## src/relay_channel_pkg.sv

```systemverilog
// constants shared by the four-channel relay driver control logic
// assumes a 40 MHz mclk and a 16-bit serial frame from an external master
package relay_channel_pkg;
	localparam int CHANNELS = 4;
	localparam int FRAME_BITS = 16;
	localparam int MCLK_HZ = 40_000_000;
	// fail-safe restart wait, in microseconds
	localparam int FAIL_SAFE_RESTART_US = 1000;
	localparam int FAIL_SAFE_RESTART_CYCLES = (FAIL_SAFE_RESTART_US * (MCLK_HZ / 1_000_000));

	// register indices, shared by the serial port and the bus (byte address = index * 4)
	localparam logic [3:0] IDX_OUT_CTRL = 4'h0;
	localparam logic [3:0] IDX_MAP_A = 4'h1;
	localparam logic [3:0] IDX_MAP_B = 4'h2;
	localparam logic [3:0] IDX_OL_CURRENT = 4'h3;
	localparam logic [3:0] IDX_DIAG_OVL = 4'h4;
	localparam logic [3:0] IDX_DIAG_OT = 4'h5;
	localparam logic [3:0] IDX_MONITOR = 4'h6;
	localparam logic [3:0] IDX_IN_STATUS = 4'h7;
	localparam logic [3:0] IDX_HW_CTRL = 4'h8;

	// serial frame layout: write flag, register index, data byte
	localparam int FRM_WR_BIT = 15;
	localparam int FRM_IDX_HI = 11;
	localparam int FRM_IDX_LO = 8;
	localparam int FRM_DATA_HI = 7;
	localparam int HW_RST_BIT = 0;

	// values after reset
	localparam logic [3:0] OUT_CTRL_RESET = 4'h0;
	localparam logic [3:0] MAP_A_RESET = 4'h4;
	localparam logic [3:0] MAP_B_RESET = 4'h8;
	localparam logic [3:0] OL_CURRENT_RESET = 4'h0;

	// order of the bits in the synchronised input vector
	localparam int SY_IN_A = 0;
	localparam int SY_IN_B = 1;
	localparam int SY_IDLE = 2;
	localparam int SY_VDD = 3;
	localparam int SY_CSN = 4;
	localparam int SY_SCLK = 5;
	localparam int SY_SI = 6;
	localparam int SY_OVL = 7;
	localparam int SY_OT = 11;
	localparam int SY_OL = 15;
	localparam int SY_W = 19;
	// chip select idles high, everything else low
	localparam logic [SY_W-1:0] SYNC_RESET = 19'h00010;
endpackage

```

## src/relay_channel_control.sv

```systemverilog
// serial control, input mapping, fail-safe mode and protection latches of a four-channel relay driver
// assumes all pins and analog detector flags are asynchronous to mclk; sclk is at most 5 MHz
`timescale 1ns/1ps

module relay_channel_control
	import relay_channel_pkg::*;
#(
	parameter int RESTART_CYCLES = FAIL_SAFE_RESTART_CYCLES
) (
	// clock and reset
	input wire logic mclk,
	input wire logic nrst,
	// avalon-mm slave
	input wire logic [5:0] avs_address,
	input wire logic avs_read,
	input wire logic avs_write,
	input wire logic [31:0] avs_writedata,
	output logic [31:0] avs_readdata,
	output logic avs_waitrequest,
	// serial port
	input wire logic chip_select_n,
	input wire logic sclk,
	input wire logic si,
	output logic so,
	output logic so_oe,
	// parallel and mode pins
	input wire logic parallel_input_a,
	input wire logic parallel_input_b,
	input wire logic idle,
	input wire logic vdd_present,
	// analog detector flags
	input wire logic [CHANNELS-1:0] overload_detect,
	input wire logic [CHANNELS-1:0] overtemp_detect,
	input wire logic [CHANNELS-1:0] open_load_detect,
	// power stage controls
	output logic [CHANNELS-1:0] channel_on,
	output logic [CHANNELS-1:0] open_load_test_current,
	output logic fail_safe_active
);
	logic rst_meta_q, rst_n;
	logic [SY_W-1:0] sy1_q, sy2_q;
	logic sclk_d1_q, cs_d1_q;
	logic [FRAME_BITS-1:0] shift_q;
	logic [4:0] bit_cnt_q;
	logic so_q;
	logic [3:0] reply_idx_q;
	logic [3:0] out_ctrl_q, map_a_q, map_b_q, ol_cur_q;
	logic [3:0] ovl_q, ot_q, mon_q, ch_on_q;
	logic ack_q;
	logic [31:0] rdata_q;

	always_ff @(posedge mclk or negedge nrst) begin
		if (!nrst) begin
			rst_meta_q <= 1'b0;
			rst_n <= 1'b0;
		end else begin
			rst_meta_q <= 1'b1;
			rst_n <= rst_meta_q;
		end
	end

	// every pin and detector flag passes two flops before use; the avalon inputs are used directly
	wire [SY_W-1:0] async_in = {open_load_detect, overtemp_detect, overload_detect, si, sclk, chip_select_n,
		vdd_present, idle, parallel_input_b, parallel_input_a};
	always_ff @(posedge mclk or negedge rst_n) begin
		if (!rst_n) begin
			sy1_q <= SYNC_RESET;
			sy2_q <= SYNC_RESET;
		end else begin
			sy1_q <= async_in;
			sy2_q <= sy1_q;
		end
	end

	wire in_a = sy2_q[SY_IN_A];
	wire in_b = sy2_q[SY_IN_B];
	wire idle_s = sy2_q[SY_IDLE];
	wire vdd_s = sy2_q[SY_VDD];
	wire cs_s = sy2_q[SY_CSN];
	wire sclk_s = sy2_q[SY_SCLK];
	wire si_s = sy2_q[SY_SI];
	wire [3:0] ovl_s = sy2_q[SY_OVL +: CHANNELS];
	wire [3:0] ot_s = sy2_q[SY_OT +: CHANNELS];
	wire [3:0] ol_s = sy2_q[SY_OL +: CHANNELS];

	// fail-safe mode: idle low and no digital supply
	wire limp = ~idle_s & ~vdd_s;

	// serial edges, taken from the second and third stage only
	wire sclk_rise = sclk_s & ~sclk_d1_q;
	wire sclk_fall = ~sclk_s & sclk_d1_q;
	wire cs_fall = ~cs_s & cs_d1_q;
	wire cs_rise = cs_s & ~cs_d1_q;
	// a frame of any other length is dropped; so is anything without digital supply
	wire spi_done = cs_rise & (bit_cnt_q == 5'(FRAME_BITS)) & vdd_s;
	wire spi_we = spi_done & shift_q[FRM_WR_BIT];
	wire [3:0] spi_idx = shift_q[FRM_IDX_HI:FRM_IDX_LO];

	// avalon: one wait state, a serial write in the same cycle pushes the take back one cycle
	wire av_req = avs_read | avs_write;
	wire av_take = av_req & ack_q & ~spi_we;
	wire [3:0] av_idx = avs_address[5:2];
	wire av_hit = (av_idx <= IDX_HW_CTRL) & (avs_address[1:0] == 2'h0);
	assign avs_waitrequest = av_req & ~av_take;
	assign avs_readdata = rdata_q;

	// common write port
	wire wr_en = spi_we | (av_take & avs_write & av_hit);
	wire [3:0] wr_idx = spi_we ? spi_idx : av_idx;
	wire [7:0] wr_data = spi_we ? shift_q[FRM_DATA_HI:0] : avs_writedata[7:0];
	wire [3:0] wr_nib = wr_data[3:0];
	wire soft_rst = wr_en & (wr_idx == IDX_HW_CTRL) & wr_data[HW_RST_BIT];
	wire [3:0] clr_ovl = (wr_en & (wr_idx == IDX_DIAG_OVL)) ? wr_nib : 4'h0;
	wire [3:0] clr_ot = (wr_en & (wr_idx == IDX_DIAG_OT)) ? wr_nib : 4'h0;
	wire [3:0] clr_mon = (wr_en & (wr_idx == IDX_MONITOR)) ? wr_nib : 4'h0;

	function automatic logic [7:0] reg_view(input logic [3:0] idx);
		case (idx)
			IDX_OUT_CTRL: reg_view = {4'h0, out_ctrl_q};
			IDX_MAP_A: reg_view = {4'h0, map_a_q};
			IDX_MAP_B: reg_view = {4'h0, map_b_q};
			IDX_OL_CURRENT: reg_view = {4'h0, ol_cur_q};
			IDX_DIAG_OVL: reg_view = {4'h0, ovl_q};
			IDX_DIAG_OT: reg_view = {4'h0, ot_q};
			IDX_MONITOR: reg_view = {4'h0, mon_q};
			IDX_IN_STATUS: reg_view = {5'h00, limp, in_b, in_a};
			default: reg_view = 8'h00;
		endcase
	endfunction

	// reply frame holds the index asked for last and its contents
	wire [FRAME_BITS-1:0] reply = {4'h0, reply_idx_q, reg_view(reply_idx_q)};

	// one shift register carries both directions, so a longer chain simply passes bits on
	always_ff @(posedge mclk or negedge rst_n) begin
		if (!rst_n) begin
			sclk_d1_q <= 1'b0;
			cs_d1_q <= 1'b1;
			shift_q <= '0;
			bit_cnt_q <= 5'h00;
			so_q <= 1'b0;
			reply_idx_q <= 4'h0;
		end else begin
			sclk_d1_q <= sclk_s;
			cs_d1_q <= cs_s;
			if (cs_fall) begin
				shift_q <= reply;
				so_q <= reply[FRAME_BITS-1];
				bit_cnt_q <= 5'h00;
			end else if (!cs_s && sclk_rise) begin
				shift_q <= {shift_q[FRAME_BITS-2:0], si_s};
				bit_cnt_q <= (bit_cnt_q == 5'h1F) ? bit_cnt_q : bit_cnt_q + 5'h01;
			end else if (!cs_s && sclk_fall) begin
				so_q <= shift_q[FRAME_BITS-1];
			end
			if (spi_done) begin
				reply_idx_q <= spi_idx;
			end
		end
	end
	assign so = so_q;
	assign so_oe = ~cs_s;

	// channel requests
	wire [3:0] map_req = (map_a_q & {4{in_a}}) | (map_b_q & {4{in_b}});
	wire [3:0] normal_req = out_ctrl_q | map_req;
	wire [3:0] limp_req = {in_b, in_a, 2'b00};
	wire [3:0] req = limp ? limp_req : normal_req;
	wire [3:0] latched = ovl_q | ot_q;
	wire [3:0] retry_done;

	// fail-safe restart wait, one timer per channel
	genvar g;
	generate
		for (g = 0; g < CHANNELS; g++) begin : g_retry
			logic [31:0] cnt_q;
			wire waiting = ovl_q[g] & limp & req[g];
			assign retry_done[g] = waiting & (cnt_q == 32'(RESTART_CYCLES - 1));
			always_ff @(posedge mclk or negedge rst_n) begin
				if (!rst_n) begin
					cnt_q <= 32'h0;
				end else begin
					cnt_q <= (waiting && !retry_done[g]) ? cnt_q + 32'h1 : 32'h0;
				end
			end
		end
	endgenerate

	// configuration registers
	always_ff @(posedge mclk or negedge rst_n) begin
		if (!rst_n) begin
			out_ctrl_q <= OUT_CTRL_RESET;
			map_a_q <= MAP_A_RESET;
			map_b_q <= MAP_B_RESET;
			ol_cur_q <= OL_CURRENT_RESET;
		end else if (soft_rst) begin
			out_ctrl_q <= OUT_CTRL_RESET;
			map_a_q <= MAP_A_RESET;
			map_b_q <= MAP_B_RESET;
			ol_cur_q <= OL_CURRENT_RESET;
		end else if (wr_en) begin
			if (wr_idx == IDX_OUT_CTRL) out_ctrl_q <= wr_nib;
			if (wr_idx == IDX_MAP_A) map_a_q <= wr_nib;
			if (wr_idx == IDX_MAP_B) map_b_q <= wr_nib;
			if (wr_idx == IDX_OL_CURRENT) ol_cur_q <= wr_nib;
		end
	end

	// protection and diagnosis latches; a new event beats a clear in the same cycle
	always_ff @(posedge mclk or negedge rst_n) begin
		if (!rst_n) begin
			ovl_q <= 4'h0;
			ot_q <= 4'h0;
			mon_q <= 4'h0;
			ch_on_q <= 4'h0;
		end else begin
			ovl_q <= (ch_on_q & ovl_s) | (ovl_q & ~clr_ovl & ~retry_done);
			ot_q <= ot_s | (ot_q & ~clr_ot);
			mon_q <= (~ch_on_q & ol_s) | (mon_q & ~clr_mon);
			ch_on_q <= req & ~latched;
		end
	end
	assign channel_on = ch_on_q;
	assign open_load_test_current = ol_cur_q & ~ch_on_q;
	assign fail_safe_active = limp;

	always_ff @(posedge mclk or negedge rst_n) begin
		if (!rst_n) begin
			ack_q <= 1'b0;
			rdata_q <= 32'h0;
		end else begin
			ack_q <= av_req & ~av_take;
			if (av_req && !av_take) begin
				rdata_q <= av_hit ? {24'h000000, reg_view(av_idx)} : 32'h0;
			end
		end
	end
endmodule

```

## config.mk

```make
export PLATFORM = sky130hd
export DESIGN_NAME = relay_channel_control
export DESIGN_NICKNAME = d
export VERILOG_FILES = /design/src/relay_channel_pkg.sv /design/src/relay_channel_control.sv
export SDC_FILE = /design/constraint.sdc
export NUM_CORES = 1
export LEC_CHECK = 0
export BUFFER_PORTS_ARGS = -buffer_cell sky130_fd_sc_hd__buf_2
export CORE_MARGIN = 2
export CORE_UTILIZATION = 57
export CTS_CLUSTER_DIAMETER = 80
export DETAILED_ROUTE_END_ITERATION = 16
export GPL_TIMING_DRIVEN = 0
export HOLD_SLACK_MARGIN = 0.02
export PLACE_DENSITY = 0.88
export SYNTH_ARGS = -nofsm -noshare
export SYNTH_HDL_FRONTEND = slang
export SYNTH_SLANG_ARGS = --single-unit
export TNS_END_PERCENT = 100
```

## constraint.sdc

```tcl
create_clock -name mclk -period 5.9 [get_ports mclk]
set_input_delay 0.295 -clock mclk [delete_from_list [all_inputs] [get_ports mclk]]
set_output_delay 0.295 -clock mclk [all_outputs]
set_load 0.02 [all_outputs]
```

# Word level (Yosys, flattened, before mapping)
# Cells that the tools add are included.
[totals]
reg_bits = 261
rom_bits = 0
in_bits = 61
latch_bits = 0
memories = 0
elab_cells = 185
mem_bits_rw = 0
output_inout_bits = 44
[op_classes]
n_eq_ne = 29
bitwise_logic = 63
addsub = 5
n_reduce_logical = 30
n_mul = 0
shift = 0
magnitude_cmp = 1
n_mux = 33
div_mod_pow = 0
[ops]
columns = ["cell", "n"]
rows = [
  ["$add 32x1->32 const B", 4],
  ["$eq 32x16->1 const B", 4],
  ["$mux 32", 4],
  ["$mux 4", 18],
  ["$pmux 4 s8", 2],
  ["$eq 4x3->1 const B", 11],
  ["$and 4x4->4", 10],
  ["$mux 16", 2],
  ["$and 1x1->1", 31],
  ["$eq 4x2->1 const B", 6],
  ["$not 4->4", 6],
  ["$or 4x4->4", 6],
  ["$mux 5", 3],
  ["$reduce_bool 2->1", 7],
  ["$eq 4x1->1 const B", 3],
  ["$logic_not 4->1", 3],
  ["$reduce_and 2->1", 6],
  ["$eq 5x5->1 const B", 2],
  ["$mux 8", 1],
  ["$not 1->1", 8],
  ["$logic_and 1x1->1", 7],
  ["$logic_not 1->1", 6],
  ["$add 5x1->5 const B", 1],
  ["$eq 4x4->1 const B", 1],
  ["other kinds (5)", 9],
]

# Depth between registers and ports, before layout
[logic_depth]
depth_word = 16
depth_mapped = 9
ltp_nobuf = 7

# Worst setup path after synthesis
# OpenSTA, ideal clock, no wires.
[synth_path]
path_kind = "register to register"
from = "reg bit_cnt_q[0]"
to = "reg map_a_q[0]"
required_time_ns = 5.775
period_less_slack_ns = 2.328
path_stages_with_launch = 10
n_path_buf = 2
path_slack_ns = 3.572
setup_ns = 0.125
t_arrival_ns = 2.203
cell_sequence = "dfrtp_1 inv_1 ha_1 nand4b_1 or4_1 buf_2 buf_12 mux2i_4 nor2_1 mux2_2"
[synth_between]
elab_chain_len = 13
elab_cells_between_ends = 21
classes_between = "3 x eq/ne; 5 x mux; 10 x bitwise; 3 x reduce/logical"
[synth_rtl]
columns = ["item", "line_no", "rtl"]
rows = [
  ["from (decl)", "relay_channel_control.sv:44", "logic [4:0] bit_cnt_q;"],
  ["from (signal assigned)", "relay_channel_control.sv:152", "bit_cnt_q <= (bit_cnt_q == 5'h1F) ? bit_cnt_q : bit_cnt_q + 5'h01;"],
  ["$eq 5x5->1 *", "relay_channel_control.sv:95", "wire spi_done = cs_rise & (bit_cnt_q == 5'(FRAME_BITS)) & vdd_s;"],
  ["$and 1x1->1 * (2 in a row)", "relay_channel_control.sv:95", ""],
  ["$and 1x1->1 *", "relay_channel_control.sv:96", "wire spi_we = spi_done & shift_q[FRM_WR_BIT];"],
  ["$not 1->1", "relay_channel_control.sv:101", "wire av_take = av_req & ack_q & ~spi_we;"],
  ["$and 1x1->1", "relay_channel_control.sv:101", ""],
  ["$and 1x1->1 (2 in a row)", "relay_channel_control.sv:108", "wire wr_en = spi_we | (av_take & avs_write & av_hit);"],
  ["$or 1x1->1", "relay_channel_control.sv:108", ""],
  ["$and 1x1->1 (2 in a row)", "relay_channel_control.sv:112", "wire soft_rst = wr_en & (wr_idx == IDX_HW_CTRL) & wr_data[HW_RST_BIT];"],
  ["$reduce_bool 2->1 (no source line)", "--", ""],
  ["$reduce_and 2->1 (no source line)", "--", ""],
  ["to (signal assigned)", "relay_channel_control.sv:203", "if (wr_idx == IDX_MAP_A) map_a_q <= wr_nib;"],
  ["to (decl)", "relay_channel_control.sv:47", "logic [3:0] out_ctrl_q, map_a_q, map_b_q, ol_cur_q;"],
]
# Mark *: on every way between the ends. The rest lies on a longest branch, timed or not. The select of a mux whose other input is x is not followed.
# A chain may end at the register's enable or synchronous reset.

# Final worst setup path
[layout_path]
from = "reg bit_cnt_q[0]"
to = "out avs_waitrequest"
[layout_between]
elab_chain_len = 8
[layout_rtl]
columns = ["item", "line_no", "rtl"]
rows = [
  ["$eq 5x5->1", "relay_channel_control.sv:95", ""],
  ["$and 1x1->1 (2 in a row)", "relay_channel_control.sv:95", ""],
  ["$and 1x1->1", "relay_channel_control.sv:96", ""],
  ["$not 1->1", "relay_channel_control.sv:101", ""],
  ["$and 1x1->1", "relay_channel_control.sv:101", ""],
  ["$not 1->1", "relay_channel_control.sv:104", "assign avs_waitrequest = av_req & ~av_take;"],
  ["$and 1x1->1", "relay_channel_control.sv:104", ""],
  ["to (decl)", "relay_channel_control.sv:19", "output logic avs_waitrequest,"],
]
# Every way passes these cells.

==> impl_metrics.py <==
metrics = {
    "pwr": {
        "clockPowerShare_pct": 44.1,
        "p_per_area_nw_per_um2": 264,
        "comb_power_share_pct": 7.4,
        "leakage_nw": 4.13,
        "vdd_drop_max_mv": 0.352,
        "internal-power_mw": 1.93,
        "total_power_mw": 2.55,
        "switching_power_uw": 615,
        "switching_share_pct": 24.1,
        "seq_power_share_pct": 48.5,
    },
    "clocking": {
        "cts_buffers": 17,
        "clk_latency_ps": 430,
        "cts_tree": "done",
        "path_clk_slew_ps": 60,
        "cts_buffer_depth": 2,
        "cts-htree-levels": 4,
        "cts_resized": 0,
        "post-cts-setup-buffers": 0,
        "ctsRootBufferMaster": "clkbuf_16",
        "hold_buffers": 20,
        "cts_sinks": 169,
    },
    "critical_path": {
        "crit_path_max_incr_delay_ps": 480,
        "critPathMaxFanout": 10,
        "crit_family": "buffers and inverters",
        "worst-path-buf-inv": 5,
        "path_class": "reg2out",
        "required_ps": 5610,
        "critPathCaptureType": "primary output",
        "rrSetupSlack_ps": 3180,
        "cp.arrival_ps": 2510,
        "cp_slowest_cell": "or4_1",
        "critical_path.cell_chain": "inv_1, ha_1, nand4b_1, or4_1, buf_2, buf_12, o2bb2ai_1, inv_1, buf_2",
        "setup.worst_path.start_class": "register",
    },
    "logic_synthesis": {
        "syn-mean-instance-area_sq_um": 10.5,
        "synthesis.area_sq_um": 8240,
        "yosysTopAreaCell": "dfrtp_1",
        "synth_top_area_share_pct": 49.8,
        "synth_edf_count": 0,
        "yosys_warnings": 0,
        "async_reset_ff_share_pct": 100,
        "synth_seq_cells": 169,
        "ys_seq_area_share_pct": 51.4,
        "synth.distinct_cells": 55,
        "synth.area.top_cells": "dfrtp_1 (50%), nor2_1 (4.3%), xor2_1 (3.4%)",
        "netlist_instances": 788,
        "ys.flop_type": "dfrtp_1",
    },
    "detailed_routing": {
        "vias": 6356,
        "drtAntennaViolNets": 0,
        "drt_iter0_drc": 539,
        "drc": 0,
        "dr.pass1.iters": 6,
        "wl_per_cell_um": 16.7,
        "routed_wl_um": 18400,
        "avgViaCountPerCell": 5.79,
    },
    "sta": {
        "max_freq_mhz": 357,
        "slew-limit-headroom_pct": 43.4,
        "setup_viol": 0,
        "rsz0062_at_grt": "false",
        "worst_slack_ps": 3100,
        "post-route-period-util_pct": 47.5,
        "report.final.slew_viol_count": 0,
        "finClkSkew_ps": 8.62,
        "period_minus_slack_ps": 2800,
        "worst_slew_pin_slew_ps": 842,
        "hold_viol": 0,
        "tns_ps": 0,
    },
    "finish": {
        "fin_nets": 970,
        "fill_cells": 1022,
        "post-route-util_pct": 69.1,
        "syn2layout_area_growth_pct": 17.2,
        "drive_gt1_share_pct": 17.6,
        "fin_cells": 1097,
        "antenna_cells": 0,
    },
    "floorplan": {
        "core-area_sq_um": 14000,
        "die_area_sq_um": 15400,
        "std_cell_rows": 43,
        "start_util_pct": 58.9,
        "ios": 105,
        "fp.dieW_um": 124,
        "die_y_um": 124,
    },
    "placed_design": {
        "place_inst": 1045,
        "port_buffers": 48,
        "dp_slack_ps": 3220,
        "place.gp.congestion": 0.956,
        "hpwl_um": 12500,
    },
    "global_route": {
        "grt_pass1_vias": 6351,
        "gr-usage-all-layers_pct": 24.5,
        "overflow": 0,
        "grt_pass1_wl_um": 30900,
        "grt_antenna_before_repair": 0,
        "grt_max_degree": 65,
    },
    "worst_hold_path": {
        "hp-class": "in2async",
    },
    "run_status": {
        "run_status": "finished, final reports clean",
    },
    "flow_run": {
        "maxCapViolCount": 0,
    },
}
[worst reg2reg max path, cell delays in order (launching register included)]
cell	delay [ps]
dfrtp_1	420
inv_1	70
ha_1	140
nand4b_1	140
or4_1	480
buf_2	180
buf_12	170
mux2i_4	210
nor2_1	400
mux2_2	400
[final timing paths]
path,from,to,cells after the start
setup / recovery,bit_cnt_q[0],avs_waitrequest,9
hold / removal,nrst,rst_n,2
setup reg to reg,bit_cnt_q[0],map_a_q[1],9
hold reg to reg,sy1_q[10],sy2_q[10],0
max in group asynchronous,rst_n,map_a_q[2],1
min in group mclk,avs_read,ack_q,3
[routing by layer]
metal  track usage [%]  share of wire, %  vias up
met4              11.8               4.1        0
met5                 0                 0        -
li1                  -                 -     2946
met1              32.3                42     3085
met3              5.03               5.9       65
met2              39.0                48      260
[synth_stat cells (all sizes together) (2+ instances only)]
cell / count
a21oi: 11
a221oi: 3
a22oi: 5
a31oi: 2
and2: 5
and3: 11
and4: 10
buf: 35
clkbuf: 26
conb: 2
dfrtp: 164
dfstp: 5
ha: 5
inv: 18
mux2: 20
mux2i: 23
mux4: 11
nand2: 57
nand2b: 18
nand3: 38
nand3b: 5
nand4: 23
nand4b: 4
nor2: 95
nor2b: 7
nor3: 13
nor4: 29
nor4b: 3
nor4bb: 2
o211ai: 4
o21a: 2
o21ai: 49
o2bb2ai: 5
or2: 2
or3: 6
or3b: 3
or4: 2
xnor2: 29
xor2: 32
[final cells by class]
class,instances,area [sq um],area share [%]
Sequential cell,169,4240,43.9
Clock inverter,12,138,1.42
Clock buffer,20,457,4.73
Multi-Input combinational cell,567,3690,38.2
Timing Repair Buffer,70,495,5.13
Buffer,61,353,3.65
Tap cell,180,225,2.33
Inverter,18,67.6,0.699
[cell usage in the layout (no fill, tap or decap), drive strengths merged, types with 4 or more instances in the layout]
master,instances
dfrtp,164
nor2,95
buf,85
nand2,57
o21ai,49
clkbuf,46
nand3,38
xor2,32
xnor2,29
conb,29
nor4,29
nand4,23
mux2i,23
inv,23
mux2,20
dlygate4sd3,20
nand2b,18
nor3,13
and3,11
mux4,11
a21oi,11
and4,10
nor2b,7
or3,6
and2,5
o2bb2ai,5
nand3b,5
a22oi,5
ha,5
dfstp,5
nand4b,4
o211ai,4
[power groups by stage]
| stage | clock, mW | combinational, mW | sequential [mW] |
|---|---|---|---|
| 3_3_place_gp | 0 | 0.149 | 1.27 |
| 5_1_grt | 1.19 | 0.206 | 1.24 |
| 6_report | 1.12 | 0.188 | 1.24 |
| 3_5_place_dp | 0 | 0.174 | 1.26 |
| 4_1_cts | 1.14 | 0.186 | 1.24 |
| 2_1_floorplan | 0 | 0.114 | 1.26 |
[metrics by stage]
| stage | hold slack [ps] | area [sq um] |
|---|---|---|
| final | 179 | 9660 |
| after global routing | 174 | 9660 |
| after CTS | 161 | 9660 |
| after detailed placement | 82.5 | 8870 |
| after global placement | 81.1 | 8810 |
| after floorplan | -0.591 | 8340 |
[sequential cells by signal, summed over array words and instances, names as in the netlist, 4 cells and up]
register and cells:
g_retry.cnt_q 64, sy1_q 19, sy2_q 19, shift_q 16
bit_cnt_q 5, avs_readdata 4, channel_on 4, map_a_q 4
map_b_q 4, mon_q 4, ol_cur_q 4, ot_q 4
out_ctrl_q 4, ovl_q 4, reply_idx_q 4
[kinds of logic (layout without fill, tap and decap cells)]
kind of cell,Yosys count,in the layout,share of synthesized area [%]
fa+ha+maj,5,5,0.759
simple gates,334,334,21.1
other cells,2,29,0.0911
mux,54,54,9.03
buf+inv,79,181,5.10
compound gates,84,84,6.07
xor+xnor,61,61,6.48
flops,169,169,51.4
(Power assumes the default switching activity.)
